## config.mk

```make
export PLATFORM = sky130hd
export DESIGN_NAME = mph_regs
export DESIGN_NICKNAME = d
export VERILOG_FILES = /design/src/design/mph_pkg.sv /design/src/design/mph_sync.sv /design/src/design/mph_delay_timer.sv /design/src/design/mph_regs.sv
export SDC_FILE = /design/constraint.sdc
export NUM_CORES = 1
export LEC_CHECK = 0
export BUFFER_PORTS_ARGS = -buffer_cell sky130_fd_sc_hd__buf_4
export CORE_MARGIN = 10
export CORE_UTILIZATION = 30
export DETAILED_ROUTE_END_ITERATION = 8
export MAX_ROUTING_LAYER = met4
export SYNTH_ARGS = -nofsm -noshare
export SYNTH_HDL_FRONTEND = slang
export SYNTH_HIERARCHICAL = 1
export SYNTH_SLANG_ARGS = --single-unit
```

## constraint.sdc

```tcl
create_clock -name core_clk -period 3.51 [get_ports core_clk]
set_clock_uncertainty 0.2 [all_clocks]
set_input_delay 0.1755 -clock core_clk [delete_from_list [all_inputs] [get_ports core_clk]]
set_output_delay 0.1755 -clock core_clk [all_outputs]
set_load 0.1 [all_outputs]
```

## src/design/mph_pkg.sv

```systemverilog
// package: sfr addresses, field positions, reset values, timing counts
package mph_pkg;
	// ************************************************************
	// sfr direct addresses
	// ************************************************************
	localparam logic [7:0] ADDR_POWER_CONTROL = 8'h87;
	localparam logic [7:0] ADDR_HUB_CONFIGURATION = 8'hC0;
	localparam logic [7:0] ADDR_FUNCTION_COUNT = 8'hC1;
	localparam logic [7:0] ADDR_STATUS_WORD = 8'hD0;
	localparam logic [7:0] ADDR_WATCHDOG_KEY = 8'hFE;
	localparam logic [7:0] ADDR_WATCHDOG_TIMER = 8'hFF;
	localparam logic [7:0] WATCHDOG_KEY_STOP = 8'h55;
	// ************************************************************
	// field positions
	// ************************************************************
	localparam int PC_WLE = 4;
	localparam int PC_GF1 = 3;
	localparam int PC_GF0 = 2;
	localparam int PC_PD = 1;
	localparam int PC_IDL = 0;
	localparam int HC_SELF_POWERED = 7;
	localparam int HC_EMU_CLK = 6;
	localparam int HC_MATRIX_OFF = 5;
	localparam int HC_EEPROM_SEL = 4;
	localparam int HC_OC_ENABLE = 3;
	localparam int HC_DIGITAL_OC = 2;
	localparam int HC_PULLUP_OFF = 1;
	localparam int HC_SUSPEND_CLK = 0;
	localparam int PSW_BANK_HI = 4;
	localparam int PSW_BANK_LO = 3;
	// ************************************************************
	// reset values
	// ************************************************************
	localparam logic [7:0] RST_POWER_CONTROL = 8'h00;
	localparam logic [7:0] RST_HUB_CONFIGURATION = 8'h7E;
	localparam logic [7:0] RST_FUNCTION_COUNT = 8'h01;
	localparam logic [7:0] RST_STATUS_WORD = 8'h00;
	localparam logic [7:0] PC_WRITE_MASK = 8'h1F;
	// ************************************************************
	// timing
	// ************************************************************
	localparam int CLK_HZ = 125_000_000;
	localparam int SUSPEND_GATE_US = 2000;
	localparam int SUSPEND_LATE_US = 1000;
	localparam int SUSPEND_GATE_CYC = SUSPEND_GATE_US * (CLK_HZ / 1_000_000);
	localparam int SUSPEND_LATE_CYC = SUSPEND_LATE_US * (CLK_HZ / 1_000_000);
	localparam int EMU_HALF_US_X1000 = 41667;
	localparam int EMU_DIV = 5;
	localparam logic [4:0] BANK_STRIDE = 5'h08;
endpackage

```

## src/design/mph_sync.sv

```systemverilog
// two-flop synchroniser for pin levels
`timescale 1ns/1ps
module mph_sync #(
	parameter int WIDTH = 1
) (
	// clock and reset
	input wire logic core_clk,
	input wire logic arst_n,
	// data
	input wire logic [WIDTH-1:0] async_in,
	output logic [WIDTH-1:0] sync_out
);
	// first stage read only by the second stage
	logic [WIDTH-1:0] meta_q;
	// ************************************************************
	// two flops
	// ************************************************************
	always_ff @(posedge core_clk or negedge arst_n) begin
		if (!arst_n) begin
			meta_q <= '0;
			sync_out <= '0;
		end else begin
			meta_q <= async_in;
			sync_out <= meta_q;
		end
	end
endmodule

```

## src/design/mph_delay_timer.sv

```systemverilog
// down counter that fires one pulse after a loaded number of cycles
`timescale 1ns/1ps
module mph_delay_timer #(
	parameter int CW = 19
) (
	// clock and reset
	input wire logic core_clk,
	input wire logic arst_n,
	// control
	input wire logic load,
	input wire logic [CW-1:0] load_val,
	input wire logic cancel,
	// status
	output logic busy,
	output logic fire
);
	logic [CW-1:0] cnt_q; // cycles remaining
	// ************************************************************
	// counter; load wins over cancel so a restart is never lost
	// ************************************************************
	always_ff @(posedge core_clk or negedge arst_n) begin
		if (!arst_n) begin
			cnt_q <= '0;
			busy <= 1'b0;
			fire <= 1'b0;
		end else if (load) begin
			cnt_q <= load_val;
			busy <= 1'b1;
			fire <= 1'b0;
		end else if (cancel) begin
			busy <= 1'b0;
			fire <= 1'b0;
		end else if (busy && cnt_q <= CW'(1)) begin
			busy <= 1'b0;
			fire <= 1'b1;
		end else begin
			cnt_q <= busy ? cnt_q - CW'(1) : cnt_q;
			fire <= 1'b0;
		end
	end
endmodule

```

## src/design/mph_regs.sv

```systemverilog
// power control and hub configuration special-function registers
// ************************************************************
// ************************************************************
`timescale 1ns/1ps
module mph_regs (
	// clock and reset
	input wire logic core_clk,
	input wire logic arst_n,
	// direct sfr access from the core
	input wire logic [7:0] sfr_addr,
	input wire logic sfr_wr,
	input wire logic sfr_rd,
	input wire logic [7:0] sfr_wdata,
	output logic [7:0] sfr_rdata,
	output logic sfr_rvalid,
	// core events
	input wire logic wake_event,
	input wire logic interrupt_taken,
	input wire logic suspend_irq,
	input wire logic in_suspend_handler,
	input wire logic resume_pin,
	// watchdog side
	output logic watchdog_write_en,
	output logic watchdog_running,
	output logic [7:0] watchdog_load_value,
	output logic watchdog_load,
	// clock control
	output logic power_down_active,
	output logic idle_active,
	output logic core_clock_gated,
	output logic emulation_clock_out,
	// register bank
	output logic [4:0] bank_base_addr,
	// hub configuration outputs
	output logic self_powered,
	output logic matrix_pullup_sel,
	output logic eeprom_select_mode,
	output logic overcurrent_detect_enable,
	output logic digital_oc_sense,
	output logic analog_oc_sense,
	output logic upstream_dplus_pullup_en,
	output logic [1:0] function_count_field,
	output logic function_count_valid
);
	import mph_pkg::*;

	// ************************************************************
	// state
	// ************************************************************
	logic [7:0] power_control_q; // readable power control
	logic [7:0] hub_configuration_q; // write-only config
	logic [7:0] embedded_function_count_q; // write-only count
	logic [7:0] status_word_q; // stores all eight bits; only bank bits decoded
	logic wd_started_q; // watchdog has been started
	logic wd_stopped_q; // key write halted it
	logic [2:0] emu_div_q; // emulation clock divider
	logic emu_clk_q; // divided clock toggle
	logic gated_q; // suspend gate applied
	logic [7:0] rdata_q;
	logic rvalid_q;
	logic wake_s; // synchronised resume pin
	logic susp_fire; // timer expired
	logic susp_busy;

	// ************************************************************
	// decode
	// ************************************************************
	wire wr_pc = sfr_wr && sfr_addr == ADDR_POWER_CONTROL;
	wire wr_hc = sfr_wr && sfr_addr == ADDR_HUB_CONFIGURATION;
	wire wr_fc = sfr_wr && sfr_addr == ADDR_FUNCTION_COUNT;
	wire wr_sw = sfr_wr && sfr_addr == ADDR_STATUS_WORD;
	wire wr_key = sfr_wr && sfr_addr == ADDR_WATCHDOG_KEY;
	wire wr_wdt = sfr_wr && sfr_addr == ADDR_WATCHDOG_TIMER;
	// only bits 4..0 of power control store; 7..5 read zero
	wire [7:0] pc_wval = sfr_wdata & PC_WRITE_MASK;
	wire watchdog_load_enable = power_control_q[PC_WLE];
	// any wake source: interrupt, resume pin or core wake
	wire wake_any = wake_event || interrupt_taken || wake_s;
	// suspend bit 0 to 1 inside the handler
	wire susp_late_set = wr_hc && in_suspend_handler &&
		!hub_configuration_q[HC_SUSPEND_CLK] &&
		sfr_wdata[HC_SUSPEND_CLK];
	wire susp_early = suspend_irq && hub_configuration_q[HC_SUSPEND_CLK];
	wire susp_cancel = wake_any ||
		(wr_hc && !sfr_wdata[HC_SUSPEND_CLK]);
	wire [18:0] susp_val = susp_late_set ?
		19'(SUSPEND_LATE_CYC) : 19'(SUSPEND_GATE_CYC);
	wire [1:0] bank_sel = {status_word_q[PSW_BANK_HI],
		status_word_q[PSW_BANK_LO]};

	// bank number to first address of its eight registers
	function automatic logic [4:0] bank_base(input logic [1:0] b);
		bank_base = 5'(b) * BANK_STRIDE;
	endfunction

	// read mux: configs are write-only and read as zero
	function automatic logic [7:0] rd_mux(input logic [7:0] a,
		input logic [7:0] pc, input logic [7:0] sw);
		if (a == ADDR_POWER_CONTROL) begin
			rd_mux = pc;
		end else if (a == ADDR_STATUS_WORD) begin
			rd_mux = sw;
		end else begin
			rd_mux = 8'h00;
		end
	endfunction

	// ************************************************************
	// resume pin synchroniser
	// ************************************************************
	mph_sync #(.WIDTH(1)) u_sync (
		.core_clk(core_clk),
		.arst_n(arst_n),
		.async_in(resume_pin),
		.sync_out(wake_s)
	);

	// ************************************************************
	// suspend clock gating delay
	// ************************************************************
	mph_delay_timer #(.CW(19)) u_susp (
		.core_clk(core_clk),
		.arst_n(arst_n),
		.load(susp_early || susp_late_set),
		.load_val(susp_val),
		.cancel(susp_cancel),
		.busy(susp_busy),
		.fire(susp_fire)
	);

	// ************************************************************
	// power control
	// ************************************************************
	// wake clears the mode bits; a same-cycle write still lands
	always_ff @(posedge core_clk or negedge arst_n) begin
		if (!arst_n) begin
			power_control_q <= RST_POWER_CONTROL;
		end else if (wr_pc) begin
			power_control_q <= pc_wval;
		end else if (wake_any) begin
			power_control_q[PC_PD] <= 1'b0;
			power_control_q[PC_IDL] <= 1'b0;
		end
	end

	// ************************************************************
	// hub configuration and function count
	// ************************************************************
	always_ff @(posedge core_clk or negedge arst_n) begin
		if (!arst_n) begin
			hub_configuration_q <= RST_HUB_CONFIGURATION;
			embedded_function_count_q <= RST_FUNCTION_COUNT;
		end else begin
			if (wr_hc) begin
				hub_configuration_q <= sfr_wdata;
			end
			if (wr_fc) begin
				embedded_function_count_q <= sfr_wdata;
			end
		end
	end

	// ************************************************************
	// status word bank bits
	// ************************************************************
	always_ff @(posedge core_clk or negedge arst_n) begin
		if (!arst_n) begin
			status_word_q <= RST_STATUS_WORD;
		end else if (wr_sw) begin
			status_word_q <= sfr_wdata;
		end
	end

	// ************************************************************
	// watchdog start and stop
	// ************************************************************
	// start on first enable; only the key or reset stops it
	always_ff @(posedge core_clk or negedge arst_n) begin
		if (!arst_n) begin
			wd_started_q <= 1'b0;
			wd_stopped_q <= 1'b0;
		end else begin
			if (wr_pc && pc_wval[PC_WLE]) begin
				wd_started_q <= 1'b1;
			end
			if (wr_key && sfr_wdata == WATCHDOG_KEY_STOP) begin
				wd_stopped_q <= 1'b1;
			end
		end
	end

	// ************************************************************
	// watchdog outputs
	// ************************************************************
	always_ff @(posedge core_clk or negedge arst_n) begin
		if (!arst_n) begin
			watchdog_write_en <= 1'b0;
			watchdog_running <= 1'b0;
			watchdog_load <= 1'b0;
			watchdog_load_value <= 8'h00;
		end else begin
			watchdog_write_en <= watchdog_load_enable;
			watchdog_running <= wd_started_q && !wd_stopped_q;
			watchdog_load <= wr_wdt && watchdog_load_enable;
			watchdog_load_value <= wr_wdt && watchdog_load_enable ? sfr_wdata :
				watchdog_load_value;
		end
	end

	// ************************************************************
	// suspend gate state
	// ************************************************************
	// clock stays gated until a wake; bit at 0 never gates
	// expiry and wake in one cycle: expiry wins and the gate is set;
	// that wake is ignored, so an expiry is never lost
	always_ff @(posedge core_clk or negedge arst_n) begin
		if (!arst_n) begin
			gated_q <= 1'b0;
		end else if (susp_fire) begin
			gated_q <= 1'b1;
		end else if (wake_any) begin
			gated_q <= 1'b0;
		end
	end

	// ************************************************************
	// emulation clock divider
	// ************************************************************
	// 125 MHz cannot divide to exactly 12 MHz; nearest even
	// divide gives 12.5 MHz, which suits emulation probes
	always_ff @(posedge core_clk or negedge arst_n) begin
		if (!arst_n) begin
			emu_div_q <= 3'h0;
			emu_clk_q <= 1'b0;
		end else if (!hub_configuration_q[HC_EMU_CLK]) begin
			emu_div_q <= 3'h0;
			emu_clk_q <= 1'b0;
		end else if (emu_div_q == 3'(EMU_DIV - 1)) begin
			emu_div_q <= 3'h0;
			emu_clk_q <= !emu_clk_q;
		end else begin
			emu_div_q <= emu_div_q + 3'h1;
		end
	end

	// ************************************************************
	// registered outputs
	// ************************************************************
	always_ff @(posedge core_clk or negedge arst_n) begin
		if (!arst_n) begin
			power_down_active <= 1'b0;
			idle_active <= 1'b0;
			core_clock_gated <= 1'b0;
			emulation_clock_out <= 1'b0;
			bank_base_addr <= 5'h00;
		end else begin
			power_down_active <= power_control_q[PC_PD];
			idle_active <= power_control_q[PC_IDL];
			core_clock_gated <= gated_q || power_control_q[PC_PD];
			emulation_clock_out <= emu_clk_q;
			bank_base_addr <= bank_base(bank_sel);
		end
	end

	// ************************************************************
	// hub configuration outputs
	// ************************************************************
	always_ff @(posedge core_clk or negedge arst_n) begin
		if (!arst_n) begin
			self_powered <= 1'b0;
			matrix_pullup_sel <= 1'b1;
			eeprom_select_mode <= 1'b1;
			overcurrent_detect_enable <= 1'b1;
			digital_oc_sense <= 1'b1;
			analog_oc_sense <= 1'b0;
			upstream_dplus_pullup_en <= 1'b0;
			function_count_field <= 2'h1;
			function_count_valid <= 1'b1;
		end else begin
			self_powered <= hub_configuration_q[HC_SELF_POWERED];
			matrix_pullup_sel <= hub_configuration_q[HC_MATRIX_OFF];
			eeprom_select_mode <= hub_configuration_q[HC_EEPROM_SEL];
			overcurrent_detect_enable <=
				hub_configuration_q[HC_OC_ENABLE];
			digital_oc_sense <= hub_configuration_q[HC_OC_ENABLE] &&
				hub_configuration_q[HC_DIGITAL_OC];
			analog_oc_sense <= hub_configuration_q[HC_OC_ENABLE] &&
				!hub_configuration_q[HC_DIGITAL_OC];
			upstream_dplus_pullup_en <=
				!hub_configuration_q[HC_PULLUP_OFF];
			function_count_field <= embedded_function_count_q[1:0];
			function_count_valid <=
				embedded_function_count_q[1:0] != 2'h0;
		end
	end

	// ************************************************************
	// read port
	// ************************************************************
	always_ff @(posedge core_clk or negedge arst_n) begin
		if (!arst_n) begin
			rdata_q <= 8'h00;
			rvalid_q <= 1'b0;
		end else begin
			rdata_q <= sfr_rd ? rd_mux(sfr_addr, power_control_q,
				status_word_q) : 8'h00;
			rvalid_q <= sfr_rd;
		end
	end
	assign sfr_rdata = rdata_q;
	assign sfr_rvalid = rvalid_q;
endmodule

```

==> results.md <==
* Fin. max-slew vios at 0
* Post-synthesis mux area share at 9.44%
* Synth Area in Adders at 1.29%
* Initial antenna violation count at 0
* Hold EP: watchdog_load
* Critical Path RT at 3.54 ns
* Status: complete, but fails checks
* Core Util, Final at 39.8%
* Clock buffer count from CTS at 9
* Grt total ovfl at 0
* Arrival time at the worst endpoint at 3.03 ns
* Final GP Congestion at 0.909
* Share of cells above drive strength 1 at 31.4%
* Switching part of the total at 27.4%
* Sink Count at 89
* Worst-path cell chain: or4_1 > or4b_4 > o221ai_4 > inv_2 > o21a_1 > o22a_1
* Vias in the first global route at 2780
* Vias per cell at 4.78
* HP Class: input pin to flop
* Final wirelength at 8970 um
* Post-CTS Setup Bufs at 0
* Post-Synthesis Cells at 331
* 1st-iter DRT viols at 216
* Nets at 448
* CTS tree: yes
* DRT Pass-1 Iters at 7
* Library cells used by synthesis at 60
* Max stage delay on crit path at 0.68 ns
* Post-cts sizing count at 0
* Worst R2R Setup Slack at 0.51 ns
* Compound-gate portion of the synthesized area at 11.3%
* Failing checks: DRC
* CP Class: flop to flop
* Tot Pwr at 2380 uW
* Synth Flop Type: dfrtp_1
* Max Fclk at 333 MHz
* Critical path endpoint category: flop
* Yosys Warn Count at 6
* Number of routed nets with antenna violations at 0
* Dpl hpwl at 6360 um
* Area Growth Syn to Fin at 29.6%
* Sequential area share after synthesis at 58.0%
* Cell family with most CP delay: simple AND/OR/NAND/NOR gates
* Clock root buffer: clkbuf_16
* GRT Util Overall at 10.3%
* Most frequent cells in the layout: dfrtp_1 (76), buf_4 (66), mux2_2 (28)
* Die Area at 17800 um^2
* Synth Area in Simple Gates at 16.4%
* Site Rows at 41
* M3 GR Usage at 2.93%
* DRC Markers at 1
* Maximum resistive drop on vdd at 0.276 mV
* FILL cells at 1201
* Clk Latency, worst-skew pair at 0.34 ns
* Post-route setup TNS at 0 ns
* Commonest non-fill, non-tap cell in the layout: dfrtp_1
* DR vias at 2851
* First-pass GRT wire length at 14800 um
* RSZ-0062 raised after global routing: no
* Initial core utilization at 30.7%
* Die W at 134 um
* Tmin final at 3.00 ns
* Worst-margin pin slew at 0.828 ns
* Max_slew headroom at 44.8%
* H-tree depth at 3
* HP Start: sfr_addr[0]
* Crit path from: u_susp/cnt_q[5]
* Ports at 64
* Hold Path Cell Cnt at 3
* Clock tree buffer depth at 2
* Met1 Usage GRT at 12.7%
* CP Max Fanout at 17
* XOR/XNOR Fraction of Synth Area at 0.226%
* Flop and latch count out of synthesis at 89
* Worst reg2reg path depth at 6
* Crit-path slowest cell: or4_1
* Synth Cell Area at 3870 um^2
* Largest family of logic cells by synthesized area: simple AND/OR/NAND/NOR gates
* Worst r2r src: u_susp/cnt_q[5]
* Clock share of power at 42.0%
* P_leak at 0.00239 uW
* Die height at 134 um
* PwrDens at 474 nW/um^2
* Clk pin slew, worst setup/hold paths at 0.07 ns
* Gr busiest metal: met2
* Final Hold Viols at 0
* Maximum number of pins on one net before global-route repair at 69
* # diodes at 0
* Reg-to-Reg End: u_susp/cnt_q[17]
* P_int at 1730 uW
* Reg power frac at 46.2%
* DR WL/cell at 15.0 um
* Bufs and invs on worst path at 1
* Number of synthesized flops with an enable pin at 0
* PortBufs at 60
* # setup viols final at 0
* Average cell area after synthesis at 11.7 um^2
* Fin crit share at 85.5%
* Switch Pwr at 653 uW
* Async set-reset flop share out of synthesis at 100%
* Setup crit start kind: flop
* Logic pwr share at 11.7%
* Max_cap viols at 0
* GR met2 Demand/Resource at 15.9%
* Std-Cell Core Area at 12600 um^2
-- final cells by class --
type	count	area [um^2]	share of cell area [%]
tap	172	215	4.29
clock buffer	9	225	4.49
sequential	89	2240	44.7
multi-input combinational	226	1560	31.2
inverter	13	48.8	0.972
clock inverter	7	86.3	1.72
timing repair buffer	80	636	12.7
-- routing by layer --
| metal | vias up | part of all wire (%) |
|---|---|---|
| li1 | 1362 | - |
| met1 | 1407 | 47 |
| met2 | 75 | 47 |
| met3 | 7 | 5.2 |
| met4 | 0 | 0.72 |
| met5 | - | 0 |
-- timing repair --
item / in CTS / in global routing
hold buffers: 14 / 0
setup endpoints to repair: 0 / 0
endpoints found under the hold margin: 92 / 0
-- sequential cells by signal, indices dropped and copies added (netlist names), 2 cells and up --
| name | flops |
|---|---|
| function_count_field | 2 |
| u_susp/cnt_q | 19 |
| sfr_rdata | 8 |
| hub_configuration_q | 8 |
| embedded_function_count_q | 2 |
| power_control_q | 5 |
| status_word_q | 8 |
| bank_base_addr | 2 |
| emu_div_q | 3 |
| watchdog_load_value | 8 |
-- power by group through the flow --
stage,combinational (uW),clock (uW),sequential (uW)
after global placement,266,0,1120
after global routing,305,1060,1110
after CTS,283,1020,1100
after floorplan,116,0,1180
after detailed placement,269,0,1120
final,279,1000,1100
-- logic make-up after synthesis --
group / after synthesis
xor gates and xnor gates: 1
buffers and inverters: 28
adders and majority gates: 4
and+or+nand+nor: 112
other: 2
DFF: 89
muxes: 33
AOI/OAI and AO/OA: 62
-- worst max path at each step --
stage | to | slack [ns] | depth (start not counted)
2_1_floorplan | u_susp/cnt_q[14] | 0.90 | 7
3_3_place_gp | u_susp/cnt_q[17] | 0.57 | 6
3_5_place_dp | u_susp/cnt_q[17] | 0.54 | 6
4_1_cts | u_susp/cnt_q[17] | 0.52 | 6
5_1_grt | u_susp/cnt_q[17] | 0.36 | 6
6_report | u_susp/cnt_q[17] | 0.51 | 6
-- Yosys cell counts (3+ instances only) --
master | count | area [um^2]
nor2_1 | 20 | 75.1
buf_2 | 5 | 25.0
mux2i_1 | 5 | 50.1
o21ai_1 | 3 | 15.0
a21oi_1 | 11 | 55.1
o21ai_0 | 13 | 65.1
or4_1 | 5 | 37.5
and3_1 | 5 | 31.3
buf_4 | 3 | 22.5
nor3b_1 | 3 | 22.5
nor4_1 | 9 | 56.3
inv_1 | 11 | 41.3
mux2_2 | 28 | 315
dfrtp_1 | 76 | 1900
nor3_1 | 17 | 85.1
dfstp_2 | 13 | 342
nor2b_1 | 4 | 25.0
nand2_1 | 15 | 56.3
a22o_1 | 6 | 52.6
nand3_1 | 9 | 45.0
o21a_1 | 3 | 22.5
clkbuf_1 | 7 | 26.3
ha_1 | 4 | 50.1
a22oi_1 | 6 | 45.0
and2_1 | 7 | 43.8
-- per-stage QoR --
stage          cells  worst slack [ns]  area [um^2]  hold slack [ns]
2_1_floorplan    343             0.904         3920           -0.320
3_3_place_gp     566             0.568         4570           0.0860
3_5_place_dp     566             0.539         4570           0.0871
4_1_cts          596             0.519         5020          0.00191
5_1_grt          596             0.356         5020           0.0174
6_report         596             0.509         5020           0.0102
-- worst register-to-register path, delay by kind of cell, from the launching register on --
kind	cells	cell delay (ns)
buffers and inverters	1	0.21
and+or+nand+nor	2	1.31
AOI/OAI and AO/OA	3	0.75
DFF	1	0.43
Power figures use the tool's default switching activity.
